==> src/logic/ldd_pkg.sv <==
// Behaviour
// - Data bus baud rate is configurable, default 9600; poller must match it.
// - Hardware addressing disabled uses stored nonvolatile or newly configured bus address.
// - Changing the hardware-addressing flag performs a full detector reset.
// - LEDs switch off after turn-off time; button or service traffic restarts.
// - Turn-off time zero, the default, disables automatic LED switch-off.
// - Each channel keeps occupancy, current error and sticky error-history flags.
// - Error-history flag is cleared only by power-on reset.
// - Each channel counts every alignment since the last power-on reset.
// - Hold-time exceedances count separately and also in the total alignment count.
// - Counter reset command clears alignment, hold, amplitude and cause values.
// - Loop inductance is reported in microhenry, quantized to ten microhenry steps.
// - Amplitude above threshold signals occupied, below signals free, on LED and output.
// - Each channel holds peak detuning since its latest alignment.
// - Each channel records alignment causes as seven sticky cause bits.
// - Norm value too low during calibration restarts calibration from basic settings.
// - Double-loop partners supervise each other; malfunction aligns the whole pair.
// - Detector keeps a bit-coded reset cause and a resets-since-power-on counter; the code also clears both on the counter reset command.
// - Cycle time is sum of channel times, each the longest among synced detectors.
// - With synchronization, all detectors measure the same channel in lockstep.
// - Slaves start sync on master reset or activation, end it on deactivation.
// - After sync, indicator LEDs blink at 0.5 Hz; master opposite to slaves.
package ldd_pkg;
  localparam int NUM_CH = 4;
  localparam int CLK_HZ = 200_000_000;
  localparam int BAUD_DEF = 9600;
  localparam int BAUD_W = 16;
  localparam logic [BAUD_W-1:0] BAUD_DIV_DEF = BAUD_W'(CLK_HZ / BAUD_DEF);
  // Millisecond time base
  localparam int TICK_MS_DEF = CLK_HZ / 1000;
  localparam int MS_W = 18;
  localparam int MS_PER_S = 1000;
  localparam int SEC_W = 10;
  // Indicator blink: 0.5 Hz, given in tenths of a hertz
  localparam int BLINK_HZ_X10 = 5;
  localparam int BLINK_HALF_MS = 10_000 / (2 * BLINK_HZ_X10);
  // Sync line low pulse widths in ms and the slave decode thresholds
  localparam logic [2:0] SYNC_STEP_MS = 3'h1;
  localparam logic [2:0] SYNC_CH0_MS = 3'h3;
  localparam logic [2:0] SYNC_RST_MS = 3'h6;
  localparam logic [2:0] SYNC_CH0_DET = SYNC_CH0_MS - 3'h1;
  localparam logic [2:0] SYNC_RST_DET = SYNC_RST_MS - 3'h1;
  localparam logic [7:0] SYNC_LOSS_MS = 8'h64;
  // Data widths
  localparam int AMP_W = 16;
  localparam int CNT_W = 16;
  localparam int IND_W = 16;
  localparam int MT_W = 8;
  localparam int CYC_W = MT_W + 2;
  localparam int ADDR_W = 8;
  localparam logic [IND_W-1:0] IND_STEP_UH = 16'h000A;
  localparam logic [AMP_W-1:0] NORM_MIN_DEF = 16'h0020;
  // Alignment cause bit positions
  localparam int CA_MEAS = 0;
  localparam int CA_NORM = 1;
  localparam int CA_PARTNER = 2;
  localparam int CA_HOLD = 3;
  localparam int CA_USER = 4;
  localparam int CA_SYNC = 5;
  localparam int CA_DLMON = 6;
  localparam int CAUSE_W = 7;
  // Reset cause bit positions
  localparam int RC_POR = 0;
  localparam int RC_FLAG = 1;
  localparam int RC_W = 2;
endpackage : ldd_pkg

==> src/logic/ldd_channel.sv <==
`timescale 1ns/1ps
module ldd_channel
  import ldd_pkg::*;
(
  // Clock and resets
  input wire logic ref_clk_i,
  input wire logic reset_i,
  input wire logic por_i,
  input wire logic cnt_clear_i,
  // Alignment events
  input wire logic align_i,
  input wire logic [CAUSE_W-1:0] cause_i,
  input wire logic hold_exc_i,
  // Measurement inputs
  input wire logic [AMP_W-1:0] amp_i,
  input wire logic [AMP_W-1:0] thr_i,
  input wire logic error_i,
  input wire logic [IND_W-1:0] ind_raw_i,
  // Status and diagnostics
  output logic occupied_o,
  output logic error_o,
  output logic err_hist_o,
  output logic [CNT_W-1:0] align_cnt_o,
  output logic [CNT_W-1:0] hold_cnt_o,
  output logic [AMP_W-1:0] peak_o,
  output logic [CAUSE_W-1:0] cause_o,
  output logic [IND_W-1:0] ind_o
);
  logic occ_q, occ_d, err_q, err_d, hist_q, hist_d;
  logic [CNT_W-1:0] acnt_q, acnt_d, hcnt_q, hcnt_d;
  logic [AMP_W-1:0] peak_q, peak_d;
  logic [CAUSE_W-1:0] cause_q, cause_d;
  logic [IND_W-1:0] ind_q, ind_d;
  logic clr;

  // Power-on and the clear command both wipe the counters, peak and causes; a new event still lands
  always_comb
  begin
    clr = cnt_clear_i | por_i;
    occ_d = occ_q;
    if (amp_i > thr_i) occ_d = 1'b1;
    else if (amp_i < thr_i) occ_d = 1'b0;
    err_d = error_i;
    hist_d = (por_i ? 1'b0 : hist_q) | error_i;
    acnt_d = (clr ? '0 : acnt_q) + CNT_W'(align_i);
    hcnt_d = (clr ? '0 : hcnt_q) + CNT_W'(hold_exc_i);
    cause_d = (clr ? '0 : cause_q) | (align_i ? cause_i : '0);
    peak_d = (clr | align_i) ? '0 : peak_q;
    if (amp_i > peak_d) peak_d = amp_i;
    ind_d = ind_raw_i - (ind_raw_i % IND_STEP_UH);
  end

  // Diagnostic registers
  always_ff @(posedge ref_clk_i)
  begin
    if (reset_i)
    begin
      occ_q <= 1'b0;
      err_q <= 1'b0;
      hist_q <= 1'b0;
      acnt_q <= '0;
      hcnt_q <= '0;
      peak_q <= '0;
      cause_q <= '0;
      ind_q <= '0;
    end
    else
    begin
      occ_q <= occ_d;
      err_q <= err_d;
      hist_q <= hist_d;
      acnt_q <= acnt_d;
      hcnt_q <= hcnt_d;
      peak_q <= peak_d;
      cause_q <= cause_d;
      ind_q <= ind_d;
    end
  end

  assign occupied_o = occ_q;
  assign error_o = err_q;
  assign err_hist_o = hist_q;
  assign align_cnt_o = acnt_q;
  assign hold_cnt_o = hcnt_q;
  assign peak_o = peak_q;
  assign cause_o = cause_q;
  assign ind_o = ind_q;
endmodule : ldd_channel

==> src/logic/ldd_top.sv <==
`timescale 1ns/1ps
module ldd_top
  import ldd_pkg::*;
#(
  parameter int TICK_MS_CYC = TICK_MS_DEF,
  parameter logic [AMP_W-1:0] NORM_MIN = NORM_MIN_DEF
)
(
  // Clock and resets
  input wire logic ref_clk_i,
  input wire logic reset_i,
  input wire logic por_i,
  input wire logic cnt_clear_i,
  // Data bus baud setting
  input wire logic [BAUD_W-1:0] baud_div_i,
  input wire logic baud_set_i,
  output logic baud_tick_o,
  // Detector flags and addressing
  input wire logic master_req_i,
  input wire logic hw_addr_en_i,
  input wire logic [2:0] dip_addr_i,
  input wire logic [ADDR_W-1:0] nv_addr_i,
  input wire logic [ADDR_W-1:0] addr_param_i,
  input wire logic addr_param_we_i,
  output logic [ADDR_W-1:0] bus_addr_o,
  output logic det_reset_o,
  output logic [RC_W-1:0] reset_cause_o,
  output logic [CNT_W-1:0] reset_cnt_o,
  // LEDs
  input wire logic [15:0] led_off_time_i,
  input wire logic button_i,
  input wire logic svc_activity_i,
  output logic leds_on_o,
  output logic function_indicator_led_o,
  output logic [NUM_CH-1:0] ch_led_o,
  // Channel measurement inputs
  input wire logic [NUM_CH-1:0][AMP_W-1:0] amp_i,
  input wire logic [NUM_CH-1:0][AMP_W-1:0] thr_i,
  input wire logic [NUM_CH-1:0][AMP_W-1:0] norm_i,
  input wire logic [NUM_CH-1:0] calib_done_i,
  input wire logic [NUM_CH-1:0] error_i,
  input wire logic [NUM_CH-1:0] meas_exc_i,
  input wire logic [NUM_CH-1:0] hold_exc_i,
  input wire logic [NUM_CH-1:0] stuck_i,
  input wire logic [NUM_CH-1:0] align_busy_i,
  input wire logic user_align_i,
  input wire logic [NUM_CH-1:0][IND_W-1:0] ind_raw_i,
  input wire logic [NUM_CH-1:0][MT_W-1:0] meas_time_i,
  input wire logic [NUM_CH-1:0][MT_W-1:0] sync_meas_max_i,
  // Channel outputs and diagnostics
  output logic [NUM_CH-1:0] switch_o,
  output logic [NUM_CH-1:0] occupied_o,
  output logic [NUM_CH-1:0] error_o,
  output logic [NUM_CH-1:0] err_hist_o,
  output logic [NUM_CH-1:0] align_o,
  output logic [NUM_CH-1:0] restart_cal_o,
  output logic [NUM_CH-1:0][CNT_W-1:0] align_cnt_o,
  output logic [NUM_CH-1:0][CNT_W-1:0] hold_cnt_o,
  output logic [NUM_CH-1:0][AMP_W-1:0] peak_o,
  output logic [NUM_CH-1:0][CAUSE_W-1:0] cause_o,
  output logic [NUM_CH-1:0][IND_W-1:0] ind_o,
  output logic [CYC_W-1:0] cycle_time_o,
  // Synchronization line (open drain)
  input wire logic sync_line_i,
  output logic sync_line_o,
  output logic sync_line_oe_o,
  output logic sync_active_o,
  output logic [1:0] cur_ch_o
);
  function automatic logic [MT_W-1:0] ldd_max(input logic [MT_W-1:0] a, input logic [MT_W-1:0] b);
    ldd_max = (a > b) ? a : b;
  endfunction : ldd_max

  // Pin synchronisers: the first stage feeds only the second
  logic sl_s1_q, sl_s2_q, btn_s1_q, btn_s2_q;
  logic [2:0] dip_s1_q, dip_s2_q;
  always_ff @(posedge ref_clk_i)
  begin
    if (reset_i)
    begin
      sl_s1_q <= 1'b1;
      sl_s2_q <= 1'b1;
      btn_s1_q <= 1'b0;
      btn_s2_q <= 1'b0;
      dip_s1_q <= 3'h0;
      dip_s2_q <= 3'h0;
    end
    else
    begin
      sl_s1_q <= sync_line_i;
      sl_s2_q <= sl_s1_q;
      btn_s1_q <= button_i;
      btn_s2_q <= btn_s1_q;
      dip_s1_q <= dip_addr_i;
      dip_s2_q <= dip_s1_q;
    end
  end

  // Time base: baud divider, ms tick, second tick
  logic [BAUD_W-1:0] bdiv_q, bdiv_d, bcnt_q, bcnt_d;
  logic [MS_W-1:0] ms_q, ms_d;
  logic [SEC_W-1:0] sec_q, sec_d;
  logic baud_tick, ms_tick, sec_tick, wake, start_m;
  always_comb
  begin
    baud_tick = (bcnt_q >= bdiv_q - 16'h0001);
    ms_tick = (ms_q == MS_W'(TICK_MS_CYC - 1));
    sec_tick = ms_tick && (sec_q == SEC_W'(MS_PER_S - 1));
    bdiv_d = baud_set_i ? baud_div_i : bdiv_q;
    bcnt_d = (baud_set_i || baud_tick) ? '0 : bcnt_q + 16'h0001;
    ms_d = (ms_tick || start_m) ? '0 : ms_q + 18'h00001;
    sec_d = (sec_tick || wake) ? '0 : sec_q + SEC_W'(ms_tick);
  end
  always_ff @(posedge ref_clk_i)
  begin
    if (reset_i)
    begin
      bdiv_q <= BAUD_DIV_DEF;
      bcnt_q <= '0;
      ms_q <= '0;
      sec_q <= '0;
    end
    else
    begin
      bdiv_q <= bdiv_d;
      bcnt_q <= bcnt_d;
      ms_q <= ms_d;
      sec_q <= sec_d;
    end
  end
  assign baud_tick_o = baud_tick;

  // Flags, addressing and reset bookkeeping
  logic hw_en_q, hw_en_d, init_q, rst_q, rst_d;
  logic [ADDR_W-1:0] st_addr_q, st_addr_d, addr_q, addr_d;
  logic [RC_W-1:0] rc_q, rc_d;
  logic [CNT_W-1:0] rcnt_q, rcnt_d;
  always_comb
  begin
    hw_en_d = hw_addr_en_i;
    rst_d = init_q && (hw_addr_en_i != hw_en_q);
    st_addr_d = st_addr_q;
    if (!init_q) st_addr_d = nv_addr_i;
    if (addr_param_we_i) st_addr_d = addr_param_i;
    // Switch address 0 means hardware addressing is off anyway
    addr_d = (hw_en_q && dip_s2_q != 3'h0) ? ADDR_W'(dip_s2_q) : st_addr_q;
    rc_d = (cnt_clear_i || por_i) ? '0 : rc_q;
    rcnt_d = (cnt_clear_i || por_i) ? '0 : rcnt_q;
    if (por_i) rc_d[RC_POR] = 1'b1;
    if (rst_q)
    begin
      rc_d = '0;
      rc_d[RC_FLAG] = 1'b1;
      rcnt_d = rcnt_d + 16'h0001;
    end
  end
  always_ff @(posedge ref_clk_i)
  begin
    if (reset_i)
    begin
      hw_en_q <= 1'b0;
      init_q <= 1'b0;
      rst_q <= 1'b0;
      st_addr_q <= '0;
      addr_q <= '0;
      rc_q <= '0;
      rcnt_q <= '0;
    end
    else
    begin
      hw_en_q <= hw_en_d;
      init_q <= 1'b1;
      rst_q <= rst_d;
      st_addr_q <= st_addr_d;
      addr_q <= addr_d;
      rc_q <= rc_d;
      rcnt_q <= rcnt_d;
    end
  end
  assign bus_addr_o = addr_q;
  assign det_reset_o = rst_q;
  assign reset_cause_o = rc_q;
  assign reset_cnt_o = rcnt_q;

  // LED turn-off timer
  logic btn_prev_q, leds_q, leds_d;
  logic [15:0] lsec_q, lsec_d;
  always_comb
  begin
    wake = (btn_s2_q && !btn_prev_q) || svc_activity_i;
    leds_d = leds_q;
    lsec_d = lsec_q;
    if (wake || led_off_time_i == 16'h0000)
    begin
      leds_d = 1'b1;
      lsec_d = '0;
    end
    else if (sec_tick && leds_q)
    begin
      if (lsec_q + 16'h0001 >= led_off_time_i) leds_d = 1'b0;
      else lsec_d = lsec_q + 16'h0001;
    end
  end
  always_ff @(posedge ref_clk_i)
  begin
    if (reset_i)
    begin
      btn_prev_q <= 1'b0;
      leds_q <= 1'b1;
      lsec_q <= '0;
    end
    else
    begin
      btn_prev_q <= btn_s2_q;
      leds_q <= leds_d;
      lsec_q <= lsec_d;
    end
  end
  assign leds_on_o = leds_q;

  // Slot terms: with sync on, each channel slot takes the group's longest time
  logic [NUM_CH-1:0][MT_W-1:0] term;
  logic [CYC_W-1:0] cyc;
  logic master_q, synced_q;
  always_comb
  begin
    cyc = '0;
    for (int c = 0; c < NUM_CH; c++)
    begin
      term[c] = (master_q || synced_q) ? ldd_max(meas_time_i[c], sync_meas_max_i[c])
                                       : meas_time_i[c];
      cyc = cyc + CYC_W'(term[c]);
    end
  end
  assign cycle_time_o = cyc;

  // Sequencer and sync line: master pulses low per step, slaves follow its edges
  logic master_d, synced_d, prev_q, fall, start_s, rst_mark, loss;
  logic sync_align, blink_sync;
  logic [1:0] cur_q, cur_d;
  logic [MT_W-1:0] slot_q, slot_d;
  logic [2:0] drv_q, drv_d, low_q, low_d;
  logic [7:0] loss_q, loss_d;
  always_comb
  begin
    // A synced slave cannot become master, so only one role drives
    master_d = master_req_i && (master_q || !synced_q);
    start_m = master_d && (!master_q || rst_q);
    fall = prev_q && !sl_s2_q && !master_q;
    low_d = (sl_s2_q || master_q) ? 3'h0 : low_q + 3'(ms_tick && low_q != SYNC_RST_MS);
    rst_mark = synced_q && ms_tick && !sl_s2_q && low_q == SYNC_RST_DET - 3'h1;
    loss = synced_q && loss_q >= SYNC_LOSS_MS;
    start_s = fall && !synced_q;
    synced_d = master_d ? 1'b0 : ((synced_q && !loss) || start_s);
    loss_d = (fall || !synced_q) ? '0 : loss_q + 8'(ms_tick);
    sync_align = start_m || start_s || rst_mark || loss;
    blink_sync = start_m || start_s || rst_mark;
    cur_d = cur_q;
    slot_d = slot_q;
    drv_d = master_d ? drv_q - 3'(ms_tick && drv_q != 3'h0) : 3'h0;
    if (start_m)
    begin
      cur_d = 2'h0;
      slot_d = '0;
      drv_d = SYNC_RST_MS;
    end
    else if (synced_q)
    begin
      slot_d = '0;
      if (fall) cur_d = cur_q + 2'h1;
      if (ms_tick && !sl_s2_q && low_q == SYNC_CH0_DET - 3'h1) cur_d = 2'h0;
    end
    else if (ms_tick)
    begin
      // Master holds its slot until its own pulse ends so no edge merges
      if (slot_q + 8'h01 >= term[cur_q] && drv_q == 3'h0)
      begin
        cur_d = cur_q + 2'h1;
        slot_d = '0;
        if (master_q) drv_d = (cur_d == 2'h0) ? SYNC_CH0_MS : SYNC_STEP_MS;
      end
      else slot_d = slot_q + 8'h01;
    end
  end
  always_ff @(posedge ref_clk_i)
  begin
    if (reset_i)
    begin
      master_q <= 1'b0;
      synced_q <= 1'b0;
      prev_q <= 1'b1;
      cur_q <= 2'h0;
      slot_q <= '0;
      drv_q <= 3'h0;
      low_q <= 3'h0;
      loss_q <= '0;
    end
    else
    begin
      master_q <= master_d;
      synced_q <= synced_d;
      prev_q <= sl_s2_q;
      cur_q <= cur_d;
      slot_q <= slot_d;
      drv_q <= drv_d;
      low_q <= low_d;
      loss_q <= loss_d;
    end
  end
  assign sync_line_o = 1'b0;
  assign sync_line_oe_o = master_q && drv_q != 3'h0;
  assign sync_active_o = master_q || synced_q;
  assign cur_ch_o = cur_q;

  // Indicator blink, phase restarted by every sync start so all units agree
  logic [SEC_W-1:0] bl_q, bl_d;
  logic ph_q, ph_d, function_indicator_led;
  always_comb
  begin
    bl_d = bl_q;
    ph_d = ph_q;
    if (blink_sync)
    begin
      bl_d = '0;
      ph_d = 1'b0;
    end
    else if (ms_tick)
    begin
      if (bl_q == SEC_W'(BLINK_HALF_MS - 1))
      begin
        bl_d = '0;
        ph_d = !ph_q;
      end
      else bl_d = bl_q + 10'h001;
    end
    function_indicator_led = 1'b1;
    if ((master_q || synced_q) && align_busy_i == '0) function_indicator_led = ph_q ^ master_q;
  end
  always_ff @(posedge ref_clk_i)
  begin
    if (reset_i)
    begin
      bl_q <= '0;
      ph_q <= 1'b0;
    end
    else
    begin
      bl_q <= bl_d;
      ph_q <= ph_d;
    end
  end
  assign function_indicator_led_o = function_indicator_led && leds_q;

  // Per-channel alignment requests and diagnostics
  for (genvar c = 0; c < NUM_CH; c++)
  begin : g_ch
    localparam int P = c ^ 1;
    logic [CAUSE_W-1:0] cv;
    logic norm_low;
    assign norm_low = calib_done_i[c] && norm_i[c] < NORM_MIN;
    assign restart_cal_o[c] = norm_low;
    always_comb
    begin
      cv = '0;
      cv[CA_MEAS] = meas_exc_i[c];
      cv[CA_NORM] = norm_low;
      cv[CA_PARTNER] = meas_exc_i[P];
      cv[CA_HOLD] = hold_exc_i[c];
      cv[CA_USER] = user_align_i || rst_q;
      cv[CA_SYNC] = sync_align;
      cv[CA_DLMON] = stuck_i[c] || stuck_i[P];
    end
    assign align_o[c] = cv != '0;
    assign switch_o[c] = occupied_o[c];
    assign ch_led_o[c] = occupied_o[c] && leds_q;
    ldd_channel u_ch (
      .ref_clk_i(ref_clk_i),
      .reset_i(reset_i),
      .por_i(por_i),
      .cnt_clear_i(cnt_clear_i),
      .align_i(cv != '0),
      .cause_i(cv),
      .hold_exc_i(hold_exc_i[c]),
      .amp_i(amp_i[c]),
      .thr_i(thr_i[c]),
      .error_i(error_i[c]),
      .ind_raw_i(ind_raw_i[c]),
      .occupied_o(occupied_o[c]),
      .error_o(error_o[c]),
      .err_hist_o(err_hist_o[c]),
      .align_cnt_o(align_cnt_o[c]),
      .hold_cnt_o(hold_cnt_o[c]),
      .peak_o(peak_o[c]),
      .cause_o(cause_o[c]),
      .ind_o(ind_o[c])
    );
  end
endmodule : ldd_top

==> config.mk <==
export PLATFORM = sky130hd
export DESIGN_NAME = ldd_top
export DESIGN_NICKNAME = d
export VERILOG_FILES = /design/src/logic/ldd_pkg.sv /design/src/logic/ldd_channel.sv /design/src/logic/ldd_top.sv
export SDC_FILE = /design/constraint.sdc
export NUM_CORES = 1
export LEC_CHECK = 0
export BUFFER_PORTS_ARGS = -buffer_cell sky130_fd_sc_hd__buf_2
export CORE_MARGIN = 2
export CORE_UTILIZATION = 35
export DETAILED_ROUTE_END_ITERATION = 16
export SLEW_MARGIN = 20
export SYNTH_ARGS = -nofsm -noshare
export SYNTH_HDL_FRONTEND = slang
export SYNTH_SLANG_ARGS = --single-unit
==> constraint.sdc <==
create_clock -name ref_clk_i -period 6.8 [get_ports ref_clk_i]
set_input_delay 0.34 -clock ref_clk_i [delete_from_list [all_inputs] [get_ports ref_clk_i]]
set_output_delay 0.34 -clock ref_clk_i [all_outputs]
set_load 0.02 [all_outputs]
# ---- After elaboration in Yosys (flattened, before gate mapping)
# Index checks and enable logic that the tools add are counted.
dict set report classes {
  add_sub_neg 27
  multipliers 0
  div_mod_pow 4
  magnitude_cmp 25
  eq_ne 9
  shift 0
  muxes 70
  bitwise_logic 15
  reduce_logical 89
}
# cell count
set op_table {}
lappend op_table {{$mux W16} 18}
lappend op_table {{$add A16 B1 Y16} 8}
lappend op_table {{$gt A16 B16 Y1} 8}
lappend op_table {{$mux W8} 12}
lappend op_table {{$lt A16 B16 Y1} 4}
lappend op_table {{$lt A16 B6 Y1 const B} 4}
lappend op_table {{$mod A16 B4 Y16 const B} 4}
lappend op_table {{$sub A16 B16 Y16} 4}
lappend op_table {{$mux W7} 8}
lappend op_table {{$add A16 B1 Y16 const B} 3}
lappend op_table {{$ge A16 B16 Y1} 2}
lappend op_table {{$gt A8 B8 Y1} 4}
lappend op_table {{$logic_and A1 B1 Y1} 31}
lappend op_table {{$or A7 B7 Y7} 4}
lappend op_table {{$reduce_bool A7 Y1} 4}
lappend op_table {{$reduce_or A2 Y1} 11}
lappend op_table {{$mux W3} 7}
lappend op_table {{$eq A10 B10 Y1 const B} 2}
lappend op_table {{$add A18 B1 Y18 const B} 1}
lappend op_table {{$eq A18 B18 Y1 const B} 1}
lappend op_table {{$logic_or A1 B1 Y1} 18}
lappend op_table {{$bmux W8 S2} 1}
lappend op_table {{$logic_not A16 Y1} 1}
lappend op_table {{$mux W2} 8}
lappend op_table {{other kinds (34)} 71}
dict set report word_totals {
  regBits 459
  latchBits 0
  ram_bits 0
  rom_bits 0
  in_bits 407
  output_inout_bits 357
  wordCells 304
  memories 0
}

# ---- Depth between registers and ports, before layout
# Gate-level depths: netlist (run 1).
dict set report logic_depth {
  word_depth 12
  depth_mapped 38
  depth_no_buf 33
}

# ---- Cells and area by module
# From an unflattened synthesis (run 1), not the netlist that was laid out.
dict set report hier_totals {
  cells_unflattened 4302
  area_unflattened_um2 34358.0
}
# module instances cells_per_inst area_per_inst_um2
set by_module_without_submodules {}
lappend by_module_without_submodules {ldd_channel 4 770 6008.3}
lappend by_module_without_submodules {ldd_top 1 1222 10324.9}

# ---- Least setup slack after synthesis (run 1)
# Ideal clock, no wire load.
dict set report synth_timing {
  kind {input to register}
  startpoint {input ind_raw_i[31] in the netlist's numbering}
  endpoint {register g_ch[1].u_ch.ind_q[15]}
  arrival_ps 7187
  setup_slack_ps -508
  path_stages 36
  path_buffers 4
  cell_sequence {buf_2 -> or3b_1 -> and3_1 -> o21ai_2 -> and2_1 -> buf_4 -> a21oi_1 -> a2111oi_4 -> nand2_2 -> and4_4 -> or4_1 -> buf_2 -> and2_1 -> a2111oi_2 -> nor3_2 -> buf_6 -> a21o_1 -> mux2_2 -> a32oi_1 -> ha_1 -> xor2_1 -> o21ai_0 -> a21oi_1 -> o21ai_0 -> a21boi_0 -> o21ai_0 -> a21boi_0 -> o21ai_0 -> a21boi_0 -> o21ai_0 -> nand2b_1 -> a21o_1 -> a21o_1 -> a21o_1 -> a21oi_1 -> mux2_2}
}
dict set report synth_between {
  elab_chain_len 2
}
# element line
set synth_lines {}
lappend synth_lines {{start: declaration} ldd_top.sv:47} ;# input wire logic [NUM_CH-1:0][IND_W-1:0] ind_raw_i,
lappend synth_lines {{$mod A16 B4 Y16} ldd_channel.sv:50} ;# ind_d = ind_raw_i - (ind_raw_i % IND_STEP_UH);
lappend synth_lines {{$sub A16 B16 Y16 *} ldd_channel.sv:50}
lappend synth_lines {{end signal: assignment} ldd_channel.sv:76} ;# ind_q <= ind_d;
lappend synth_lines {{end: declaration} ldd_channel.sv:33} ;# logic [IND_W-1:0] ind_q, ind_d;
# Every way passes the cells marked *; elsewhere a longest branch is shown, timed or not.
# A chain may end at the register's enable or synchronous reset.

# ---- Final worst setup path (run 1)
# Same ends and word-level chain as after synthesis.

==> results of run 1 <==
cells in the mapped netlist (all sizes together) (98+ instances only):
cell / n / area, um^2
inv: 230 / 863
ha: 301 / 3770
clkbuf: 122 / 459
o21ai: 164 / 828
nand3: 176 / 886
buf: 98 / 621
xnor2: 120 / 1050
xor2: 124 / 1090
nand2: 365 / 1380
nor2: 411 / 1570
a21oi: 291 / 1470
dfxtp: 455 / 9110
stage by stage:
stage	std cells	power [mW]	area, um^2	hold WS, ps
after floorplan	4189	4.85	33400	389
after global placement	6304	5.98	40200	400
after detailed placement	6304	6.00	40200	410
after CTS	6519	9.35	43400	1.87
after global routing	6588	10.2	45000	15.0
final	6592	9.66	45000	62.5
flip-flops by register name, summed over array words and instances, names as in the netlist, 4 cells and up:
signal,cells
g_ch.u_ch.align_cnt_o,64
g_ch.u_ch.hold_cnt_o,64
g_ch.u_ch.peak_o,64
g_ch.u_ch.ind_o,60
g_ch.u_ch.cause_o,28
ms_q,18
bcnt_q,16
bdiv_q,16
lsec_q,16
reset_cnt_o,16
bl_q,10
sec_q,10
bus_addr_o,8
loss_q,8
slot_q,8
st_addr_q,8
g_ch.u_ch.err_hist_o,4
g_ch.u_ch.error_o,4
g_ch.u_ch.occupied_o,4
final timing paths:
| check | startpoint | end |
|---|---|---|
| worst min register to register | dip_s1_q[1] | dip_s2_q[1] |
| worst max-delay path | ind_raw_i[31] | g_ch[1].u_ch.ind_o[15] |
| worst min-delay path | master_req_i | master_q |
| worst max register to register | ms_q[0] | g_ch[1].u_ch.peak_o[11] |
power breakdown:
group	internal [mW]	switching, mW
clock	1.93	1.30
combinational	1.68	1.91
sequential	2.80	0.0607
metal layers:
layer	track usage	vias up
met4	0.0698	8
met1	0.278	16013
met5	0	-
li1	-	16873
met3	0.0506	189
met2	0.373	984
cell type report:
class,count,area [um^2],share of cell area
diodes,10,25.0,0.000556
inverters,233,875,0.0194
clock buffers,70,1500,0.0334
multi-input cells,3282,23500,0.521
repair buffers,1254,8020,0.178
clock inverters,34,477,0.0106
flip-flops and latches,455,9110,0.202
well taps,1254,1570,0.0348
cells by family after synthesis:
group / Yosys count / share of synthesized area
adder cells (fa/ha/maj): 324 / 0.126
XOR/XNOR: 245 / 0.0654
AND/OR/NAND/NOR: 1650 / 0.253
multiplexers: 114 / 0.0377
AO/OA/AOI/OAI: 899 / 0.183
flip-flops: 455 / 0.276
other: 2 / 0.000227
buffers and inverters: 453 / 0.0592
placed cells by master, fill, tap and decap left out, types with 70 or more instances in the layout:
cell type	n
a21o_1	88
a21oi_1	264
and3_1	72
buf_2	723
buf_4	394
dfxtp_1	455
dlygate4sd3_1	109
ha_1	301
inv_1	229
nand2_1	361
nand2b_1	76
nand3_1	173
nor2_1	403
nor2b_1	85
nor3_1	82
o21ai_0	112
or2_2	70
xnor2_1	115
xor2_1	123
worst reg2reg max path, delay by kind of cell, from the launching register on:
kind                     cells  cell delay [ps]
adder cells (fa/ha/maj)      2              550
AO/OA/AOI/OAI               11             1850
AND/OR/NAND/NOR             13             2500
buffers and inverters        3              750
flip-flops                   1              330
timing repair:
item / 4_1_cts / 5_1_grt
gates resized for setup: 24 / 272
hold buffers: 109 / 0
pin swaps: 3 / 160
endpoints found under the hold margin: 112 / 0
gates cloned: 0 / 2
endpoints found under the setup margin: 6 / 22
buffers inserted: 2 / 62
==> impl_results.md, run 1 <==
- TNS Setup: 0 ps
- WHS Path Cells: 2
- Worst Hold Class: input port to flip-flop
- Vias in the first global route: 32,058
- Met2 WL: 53,800 um
- H-tree levels: 2
- Post-synth ARST share: 0
- PD cells: roughly 210 mW/mm^2
- Maximum clock rate: 149 MHz
- Fill count: 9,115
- Num CTS Buffers: 56
- Mapped cell area: 0.0330 mm^2
- Root Buffer: clkbuf_16
- CTS tree: done
- Die X: 311 um
- Clock latency on the worst-skew pair: 660 ps
- Via count: ~34,000
- DR WL met3: 7510 um
- Clock Skew: about 43 ps
- Seq/Total Area, Yosys: 0.276
- Placer Congestion: 0.943
- Die height: about 310 um
- First-pass GRT wire length: approximately 170,000 um
- EDFF count, synth: 0
- CP Depth: 39
- I/O Pins: approximately 760
- Most used cell, CP: buf_4
- Maximum clock insertion buffer count: 3
- Routed vias/inst: between 5 and 6
- Max-Cap Viols: 0
- Starting Density: 0.353
- GRT Total Usage: 0.221
- Core Region: 0.0935 mm^2
- Die area: slightly below 0.1 mm^2
- Synth Warn #: 0
- Slowest CP cell: a311o_1
- WL met1: 48,900 um
- Pre-CTS setup slack: -858 ps
- Final setup viols: 0
- WL/cell: 17.3 um
- Mapped Cells: 4,142
- CTS clk-pin slew, worst paths: 60 ps
- Fin worst setup slack: 82.9 ps
- Setup Crit Path Kind: input port to flip-flop
- Initial DRC Count: 2,100
- Max-Slew Margin vs Limit: 0.346
- LEAKAGE: a little over 20 nW
- Crit-path max cell delay: 400 ps
- Drt pass-1 iters: 6
- Layout cells sized above 1: 0.304
- Detailed Route WL: 114,000 um
- Worst Path Required: between 7000 and 8000 ps
- Uppermost routed layer: met5
- Fin crit share: 0.988
- Final hold violations: 0
- Drc violations: 0
- Synthesis-stage register bit count: 455
- Gr ovfl total: 0
- Fin crit period: 6720 ps
- Pins over their slew limit: 0
- VDD IR-drop max: between 0.0002 and 0.00025 V
- Post-DRT Antenna Nets: 0
- Initial antenna violation count: 18
- Critical Path Start Type: input port
- Largest net degree at the start of global routing: 82
- Arrival time worst endpoint: 7260 ps
- CP Buf/Inv Count: 7
- RSZ-0062 raised after global routing: true
- Worst R2R Path Depth: 29
- Worst reg-to-reg setup slack: 700 ps
- Worst-path fanout max: 9
- NumNets Final: 6,006
- Top FF cell, synth: dfxtp_1
- Avg Cell Area, Syn: 7.97 um^2
- Rows: 112
- Post-DP HPWL: approximately 88,000 um
- Port Buffers: between 700 and 800
- Worst-margin pin slew: 980 ps
- Final core utilization: 0.482
- Post-synthesis cell type count: 123
- CP endpoint kind: flip-flop
- # clock sinks: 455
- P&R area growth vs syn: 36.4%
- Status: finished, final reports clean
- CP delay by family, top: compound AO/OA/AOI/OAI gates
No activity file was read; power rests on OpenSTA's default activity.
==> run 2, diff against run 1 <==
--- a/config.mk
+++ b/config.mk
@@ -5,6 +5,7 @@
 export SDC_FILE = /design/constraint.sdc
 export NUM_CORES = 1
 export LEC_CHECK = 0
+export ABC_AREA = 1
 export BUFFER_PORTS_ARGS = -buffer_cell sky130_fd_sc_hd__buf_2
 export CORE_MARGIN = 2
 export CORE_UTILIZATION = 35
==> impl_results.md, run 2 <==
- Routed vias/inst: 4.79 (-7.3%)
- Slowest CP cell: ha_4
- NumNets Final: 6,321 (+5.2%)
- Post-DP HPWL: 78,200 um (-11%)
- VDD IR-drop max: 0.000384 V (+83%)
- Critical Path Start Type: input port
- Final hold violations: 0 (unchanged)
- Placer Congestion: 0.895 (-5.1%)
- Rows: 109 (-2.7%)
- P&R area growth vs syn: 36.1%
- Largest net degree at the start of global routing: 162 (+98%)
- Die X: 302 um (-2.9%)
- Mapped cell area: 0.0311 mm^2 (-5.9%)
- Post-synth ARST share: 0 (unchanged)
- Synth Warn #: 0 (unchanged)
- EDFF count, synth: 0 (unchanged)
- Layout cells sized above 1: 0.279 (-0.0248)
- Fin crit share: 0.980 (-0.00741)
- Drt pass-1 iters: 5 (-1)
- Final setup viols: 0 (unchanged)
- Share of the synthesized area in the top cell type: 0.293 (+0.0172)
- Gr ovfl total: 0 (unchanged)
- Die height: 302 um (-2.9%)
- Clock latency on the worst-skew pair: 670 ps (about the same)
- Post-synthesis cell type count: 63 (-49%)
- DR WL met3: 7440 um (-0.96%)
- Worst-margin pin slew: 1010 ps (+34.3 ps)
- Crit-path max cell delay: 290 ps (-110 ps)
- Detailed Route WL: 103,000 um (-9.7%)
- Met2 WL: 50,300 um (-6.6%)
- Setup Crit Path Kind: input port to flip-flop
- Initial DRC Count: 1,511 (-28%)
- PD cells: 380 mW/mm^2 (+77%)
- Core Region: 0.0882 mm^2 (-5.6%)
- First-pass GRT wire length: 154,000 um (-12%)
- Top FF cell, synth: dfxtp_1
- Post-DRT Antenna Nets: 0 (unchanged)
- Uppermost routed layer: met4
- Fin crit period: 6670 ps (-50.4 ps)
- Maximum clock insertion buffer count: 3 (unchanged)
- Final core utilization: 0.479 (-0.00259)
- Root Buffer: clkbuf_16
- # clock sinks: 455 (unchanged)
- Maximum clock rate: 150 MHz (+0.76%)
- Area contributors post-synth: dfxtp_1, ha_1, nand2_1, inv_1, a21oi_1
- WL/cell: 15.1 um (-13%)
- Status: finished, final reports clean
- GRT Total Usage: 0.211 (-0.0103)
- Avg Cell Area, Syn: 6.78 um^2 (-15%)
- Clock Skew: 32.3 ps (-10.3 ps)
- Arrival time worst endpoint: 7200 ps (-60 ps)
- Max-Slew Margin vs Limit: 0.324 (-0.0229)
- I/O Pins: 764 (unchanged)
- Tightest hold margin: 40.6 ps (-21.9 ps)
- Synthesis-stage register bit count: 455 (unchanged)
- Commonest cells after routing, fill and taps aside: buf_2, nand2_1, inv_1, dfxtp_1, nor2_1
- Mapped Cells: 4,582 (+11%)
- LEAKAGE: 21.0 nW (+2.6%)
- Starting Density: 0.352 (-0.00106)
- TNS Setup: 0 ps (unchanged)
- H-tree levels: 2 (unchanged)
- Most used cell, CP: nand2_4
- Num CTS Buffers: 57 (+1.8%)
- Worst Hold Class: input port to flip-flop
- Top cells by count, synth: nand2_1, inv_1, dfxtp_1
- RSZ-0062 raised after global routing: true
- Worst Path Required: 7340 ps (about the same)
- Vias in the first global route: 30,084 (-6.2%)
- WL met1: 42,100 um (-14%)
- CTS tree: done
- Drc violations: 0 (unchanged)
- Via count: 32,653 (-4.2%)
- CP endpoint kind: flip-flop
- Placed Cells: 6,556 (+4.0%)
- Finished Layout Cells: 6,814 (+3.4%)
- Seq/Total Area, Yosys: 0.293 (+0.0172)
- Max-Cap Viols: 0 (unchanged)
- Die area: 0.0912 mm^2 (-5.8%)
- Commonest non-fill, non-tap cell in the layout: buf_2
- Top-count cell post-synth: nand2_1
- Worst-path fanout max: 5 (-4)
- Initial antenna violation count: 5 (-13)
- Post-synth top area cell: dfxtp_1
- Port Buffers: 734 (unchanged)
- Pins over their slew limit: 0 (unchanged)
- CTS clk-pin slew, worst paths: 60 ps (about the same)
==> run 2: cells by family (layout without fill, tap and decap cells) <==
logic type      after synthesis  in the layout  share of synthesized area
buf+inv                     906           1922                      0.114
fa+ha+maj                   317            317                      0.131
xor+xnor                     65             65                     0.0193
flops                       455            455                      0.293
other cells                   2             53                   0.000242
simple gates               1968           1968                      0.287
compound gates              869            869                      0.155
==> run 2: repair_timing <==
action	CTS	global route
gates resized for setup	0	489
hold buffers	108	0
endpoints found under the setup margin	0	26
hold endpoints to repair	110	0
buffers inserted	0	39
==> run 2: area by class of cell <==
class	instances	area [um^2]
Multi-Input combinational cell	3268	20400
Clock buffer	77	1660
Clock inverter	30	398
Tap cell	1165	1460
Fill cell	8843	46000
Inverter	784	3000
Antenna cell	4	10.0
Sequential cell	455	9110
Timing Repair Buffer	1031	6250
==> run 2: critical path, delay by kind of cell <==
kind | cells | cell delay [ps]
compound gates | 6 | 820
fa+ha+maj | 1 | 290
buf+inv | 15 | 900
simple gates | 62 | 4830
==> run 2: worst paths after layout <==
| path | startpoint | slack [ps] | cells after the start | endpoint |
|---|---|---|---|---|
| setup / recovery | ind_raw_i[15] | 130 | 84 | g_ch[0].u_ch.ind_o[14] |
| hold / removal | amp_i[53] | 40 | 3 | g_ch[3].u_ch.peak_o[5] |
| setup reg to reg | synced_q | 1440 | 23 | g_ch[2].u_ch.peak_o[8] |
| hold reg to reg | btn_s1_q | 400 | 2 | btn_s2_q |
==> run 2: metrics by stage <==
stage | area (um^2) | power (mW) | setup WS, ps
6_report | 42300 | 16.1 | 133
5_1_grt | 42300 | 17.4 | -455
4_1_cts | 40100 | 14.0 | 83.3
3_5_place_dp | 37000 | 10.5 | -609
3_3_place_gp | 37000 | 10.4 | -364
2_1_floorplan | 31300 | 8.04 | 339
==> run 2: report_power, final <==
| group | internal [mW] | switching (mW) |
|---|---|---|
| sequential | 2.85 | 0.0676 |
| clock | 2.02 | 1.30 |
| combinational | 4.23 | 5.61 |
==> run 2: routing by layer <==
metal / GRT usage / vias to the layer above
met2: 0.373 / 741
met5: 0 / -
met4: 0.0737 / 0
met3: 0.0578 / 163
met1: 0.243 / 14792
li1: - / 16957
==> run 3, diff against run 2 <==
--- a/config.mk
+++ b/config.mk
@@ -10,6 +10,8 @@
 export CORE_MARGIN = 2
 export CORE_UTILIZATION = 35
 export DETAILED_ROUTE_END_ITERATION = 16
+export RECOVER_POWER = 25
+export REMOVE_ABC_BUFFERS = 1
 export SLEW_MARGIN = 20
 export SYNTH_ARGS = -nofsm -noshare
 export SYNTH_HDL_FRONTEND = slang
==> constraint.sdc (replaced) <==
create_clock -name ref_clk_i -period 7.2 [get_ports ref_clk_i]
set_input_delay 0.36 -clock ref_clk_i [delete_from_list [all_inputs] [get_ports ref_clk_i]]
set_output_delay 0.36 -clock ref_clk_i [all_outputs]
set_load 0.02 [all_outputs]
==> impl_results.md, run 3 (same netlist as run 2, synthesis figures left out) <==
- Maximum clock rate: 150 MHz
- RSZ-0062 raised after global routing: true
- Num CTS Buffers: 55 (-3.5%)
- CP endpoint kind: flip-flop
- Most used cell, CP: nand2_4
- TNS Setup: 0 ps (unchanged)
- Clock Skew: 21.2 ps (-11.1 ps)
- VDD IR-drop max: 0.000358 V (-6.7%)
- Fin crit period: 6660 ps
- CTS clk-pin slew, worst paths: 60 ps (about the same)
- Power, Total: 13.3 mW (-17%)
- Via count: 31,542 (-3.4%)
- I/O Pins: 764 (unchanged)
- Min-delay src: hold_exc_i[3]
- Vias in the first global route: 29,004 (-3.6%)
- Critical Path Start Type: input port
- Final hold violations: 0 (unchanged)
- Max-Slew Margin vs Limit: -1.88 (-2.20)
- Final core utilization: 0.451 (-0.0281)
- Worst Path Required: 7740 ps (+400 ps)
- WL/cell: 14.4 um (-4.7%)
- Failing checks: capacitance limit, slew limit
- Gr ovfl total: 0 (unchanged)
- Fill count: 9,108 (+3.0%)
- Worst-path fanout max: 5 (unchanged)
- Starting Density: 0.352 (unchanged)
- Reg-to-Reg Start: synced_q
- Worst reg-to-reg setup slack: 1540 ps (+100 ps)
- Maximum clock insertion buffer count: 3 (unchanged)
- Largest net degree at the start of global routing: 90 (-44%)
- CTS tree: done
- Worst R2R Path Depth: 23 (unchanged)
- Placed Cells: 6,461 (-1.4%)
- Drt pass-1 iters: 5 (unchanged)
- Met2 WL: 47,400 um (-5.7%)
- Drc violations: 0 (unchanged)
- WHS Path Cells: 3 (unchanged)
- Slowest CP cell: ha_4
- Pins over their slew limit: 144 (+144)
- Arrival time worst endpoint: 7210 ps (about the same)
- LEAKAGE: 19.4 nW (-7.5%)
- Die area: 0.0912 mm^2 (unchanged)
- Core Region: 0.0882 mm^2 (unchanged)
- Detailed Route WL: 95,600 um (-7.2%)
- Status: finished with violations
- DR WL met3: 5960 um (-20%)
- H-tree levels: 2 (unchanged)
- Finished Layout Cells: 6,633 (-2.7%)
- Root Buffer: clkbuf_16
- Fin crit share: 0.925
- Max-Cap Viols: 3 (+3)
- Die X: 302 um (unchanged)
- P&R area growth vs syn: 28.1%
- Routed vias/inst: 4.76 (-0.77%)
- Die height: 302 um (unchanged)
- # clock sinks: 455 (unchanged)
- Commonest non-fill, non-tap cell in the layout: nand2_1
- Worst-margin pin slew: 4310 ps (+3300 ps)
- Initial antenna violation count: 21 (+16)
- First-pass GRT wire length: 147,000 um (-4.7%)
- Crit-path max cell delay: 230 ps (-60 ps)
- Placer Congestion: 0.919 (+2.7%)
- Reg2reg end: g_ch[2].u_ch.peak_o[14]
- PD cells: 334 mW/mm^2 (-12%)
- Port Buffers: 734 (unchanged)
- Uppermost routed layer: met5
- Post-DRT Antenna Nets: 0 (unchanged)
- Commonest cells after routing, fill and taps aside: nand2_1, inv_1, buf_2, dfxtp_1, nor2_1
- Initial DRC Count: 1,376 (-8.9%)
- Post-DP HPWL: 74,100 um (-5.2%)
- Setup Crit Path Kind: input port to flip-flop
- NumNets Final: 6,137 (-2.9%)
- WL met1: 39,000 um (-7.4%)
- Critical path launch point: ind_raw_i[13]
- Layout cells sized above 1: 0.227 (-0.0520)
- Final setup viols: 0 (unchanged)
- Tightest hold margin: 47.6 ps (+7.02 ps)
- GRT Total Usage: 0.197 (-0.0132)
- Worst Hold Class: input port to flip-flop
- Rows: 109 (unchanged)
- Hold path endpoint: g_ch[3].u_ch.cause_o[3]
- Clock latency on the worst-skew pair: 610 ps (-60 ps)
==> run 3: changes by cell type in the layout (fill, tap and decap cells not counted), moves of 7 or more <==
| cell | previous run | this run |
|---|---|---|
| buf_2 | 722 | 590 |
| buf_4 | 192 | 85 |
| clkbuf_1 | 5 | 144 |
| diode_2 | 4 | 11 |
| dlygate4sd3_1 | 108 | 29 |
| inv_1 | 678 | 695 |
| inv_2 | 88 | 73 |
| nand2_1 | 683 | 724 |
| nand2_4 | 116 | 81 |
| nand3_1 | 241 | 255 |
| nand3_4 | 39 | 24 |
==> run 3: critical path, delay by kind of cell <==
kind / cells / cell delay, ps
AND/OR/NAND/NOR: 64 / 5280
buffers and inverters: 13 / 760
AO/OA/AOI/OAI: 6 / 610
adder cells (fa/ha/maj): 1 / 230
==> run 3: where the power goes <==
| part | total, mW | switching [mW] | internal [mW] |
|---|---|---|---|
| registers | 2.76 | 0.0673 | 2.69 |
| clock network | 2.97 | 1.16 | 1.81 |
| logic | 7.58 | 4.64 | 2.94 |
==> run 3: how the worst max path moves through the flow <==
stage	to	slack, ps	depth (start not counted)
6_report	g_ch[0].u_ch.ind_o[14]	540	84
4_1_cts	g_ch[1].u_ch.ind_o[14]	290	72
3_3_place_gp	g_ch[1].u_ch.ind_o[14]	-160	74
2_1_floorplan	g_ch[2].u_ch.peak_o[0]	-860	14
3_5_place_dp	g_ch[1].u_ch.ind_o[14]	-320	72
5_1_grt	g_ch[0].u_ch.ind_o[14]	-200	86
==> run 3: routing by layer <==
metal / global-route usage / vias to the layer above
met5: 0 / -
met2: 0.360 / 716
met3: 0.0421 / 167
met1: 0.227 / 14075
li1: - / 16572
met4: 0.0662 / 12
==> run 3: repair_timing <==
action                                  in CTS  in global routing
hold endpoints to repair                    31                  0
buffers inserted                             0                 31
hold buffers                                29                  0
endpoints found under the setup margin       0                 20
resized for setup                            0                334
==> run 3: cell type report <==
cell class / instances / area, um^2 / share of cell area
Timing Repair Buffer: 849 / 4490 / 0.113
Tap cell: 1165 / 1460 / 0.0366
Sequential cell: 455 / 9110 / 0.229
Clock inverter: 25 / 323 / 0.00811
Multi-Input combinational cell: 3268 / 19800 / 0.498
Clock buffer: 76 / 1610 / 0.0404
Antenna cell: 11 / 27.5 / 0.000691
Inverter: 784 / 2990 / 0.0751
==> run 3: per-stage QoR <==
step | worst slack [ps] | area, um^2
floorplan | -856 | 30700
global placement | -156 | 36300
detailed placement | -319 | 36300
CTS | 288 | 38500
global route | -196 | 39800
finish | 537 | 39800
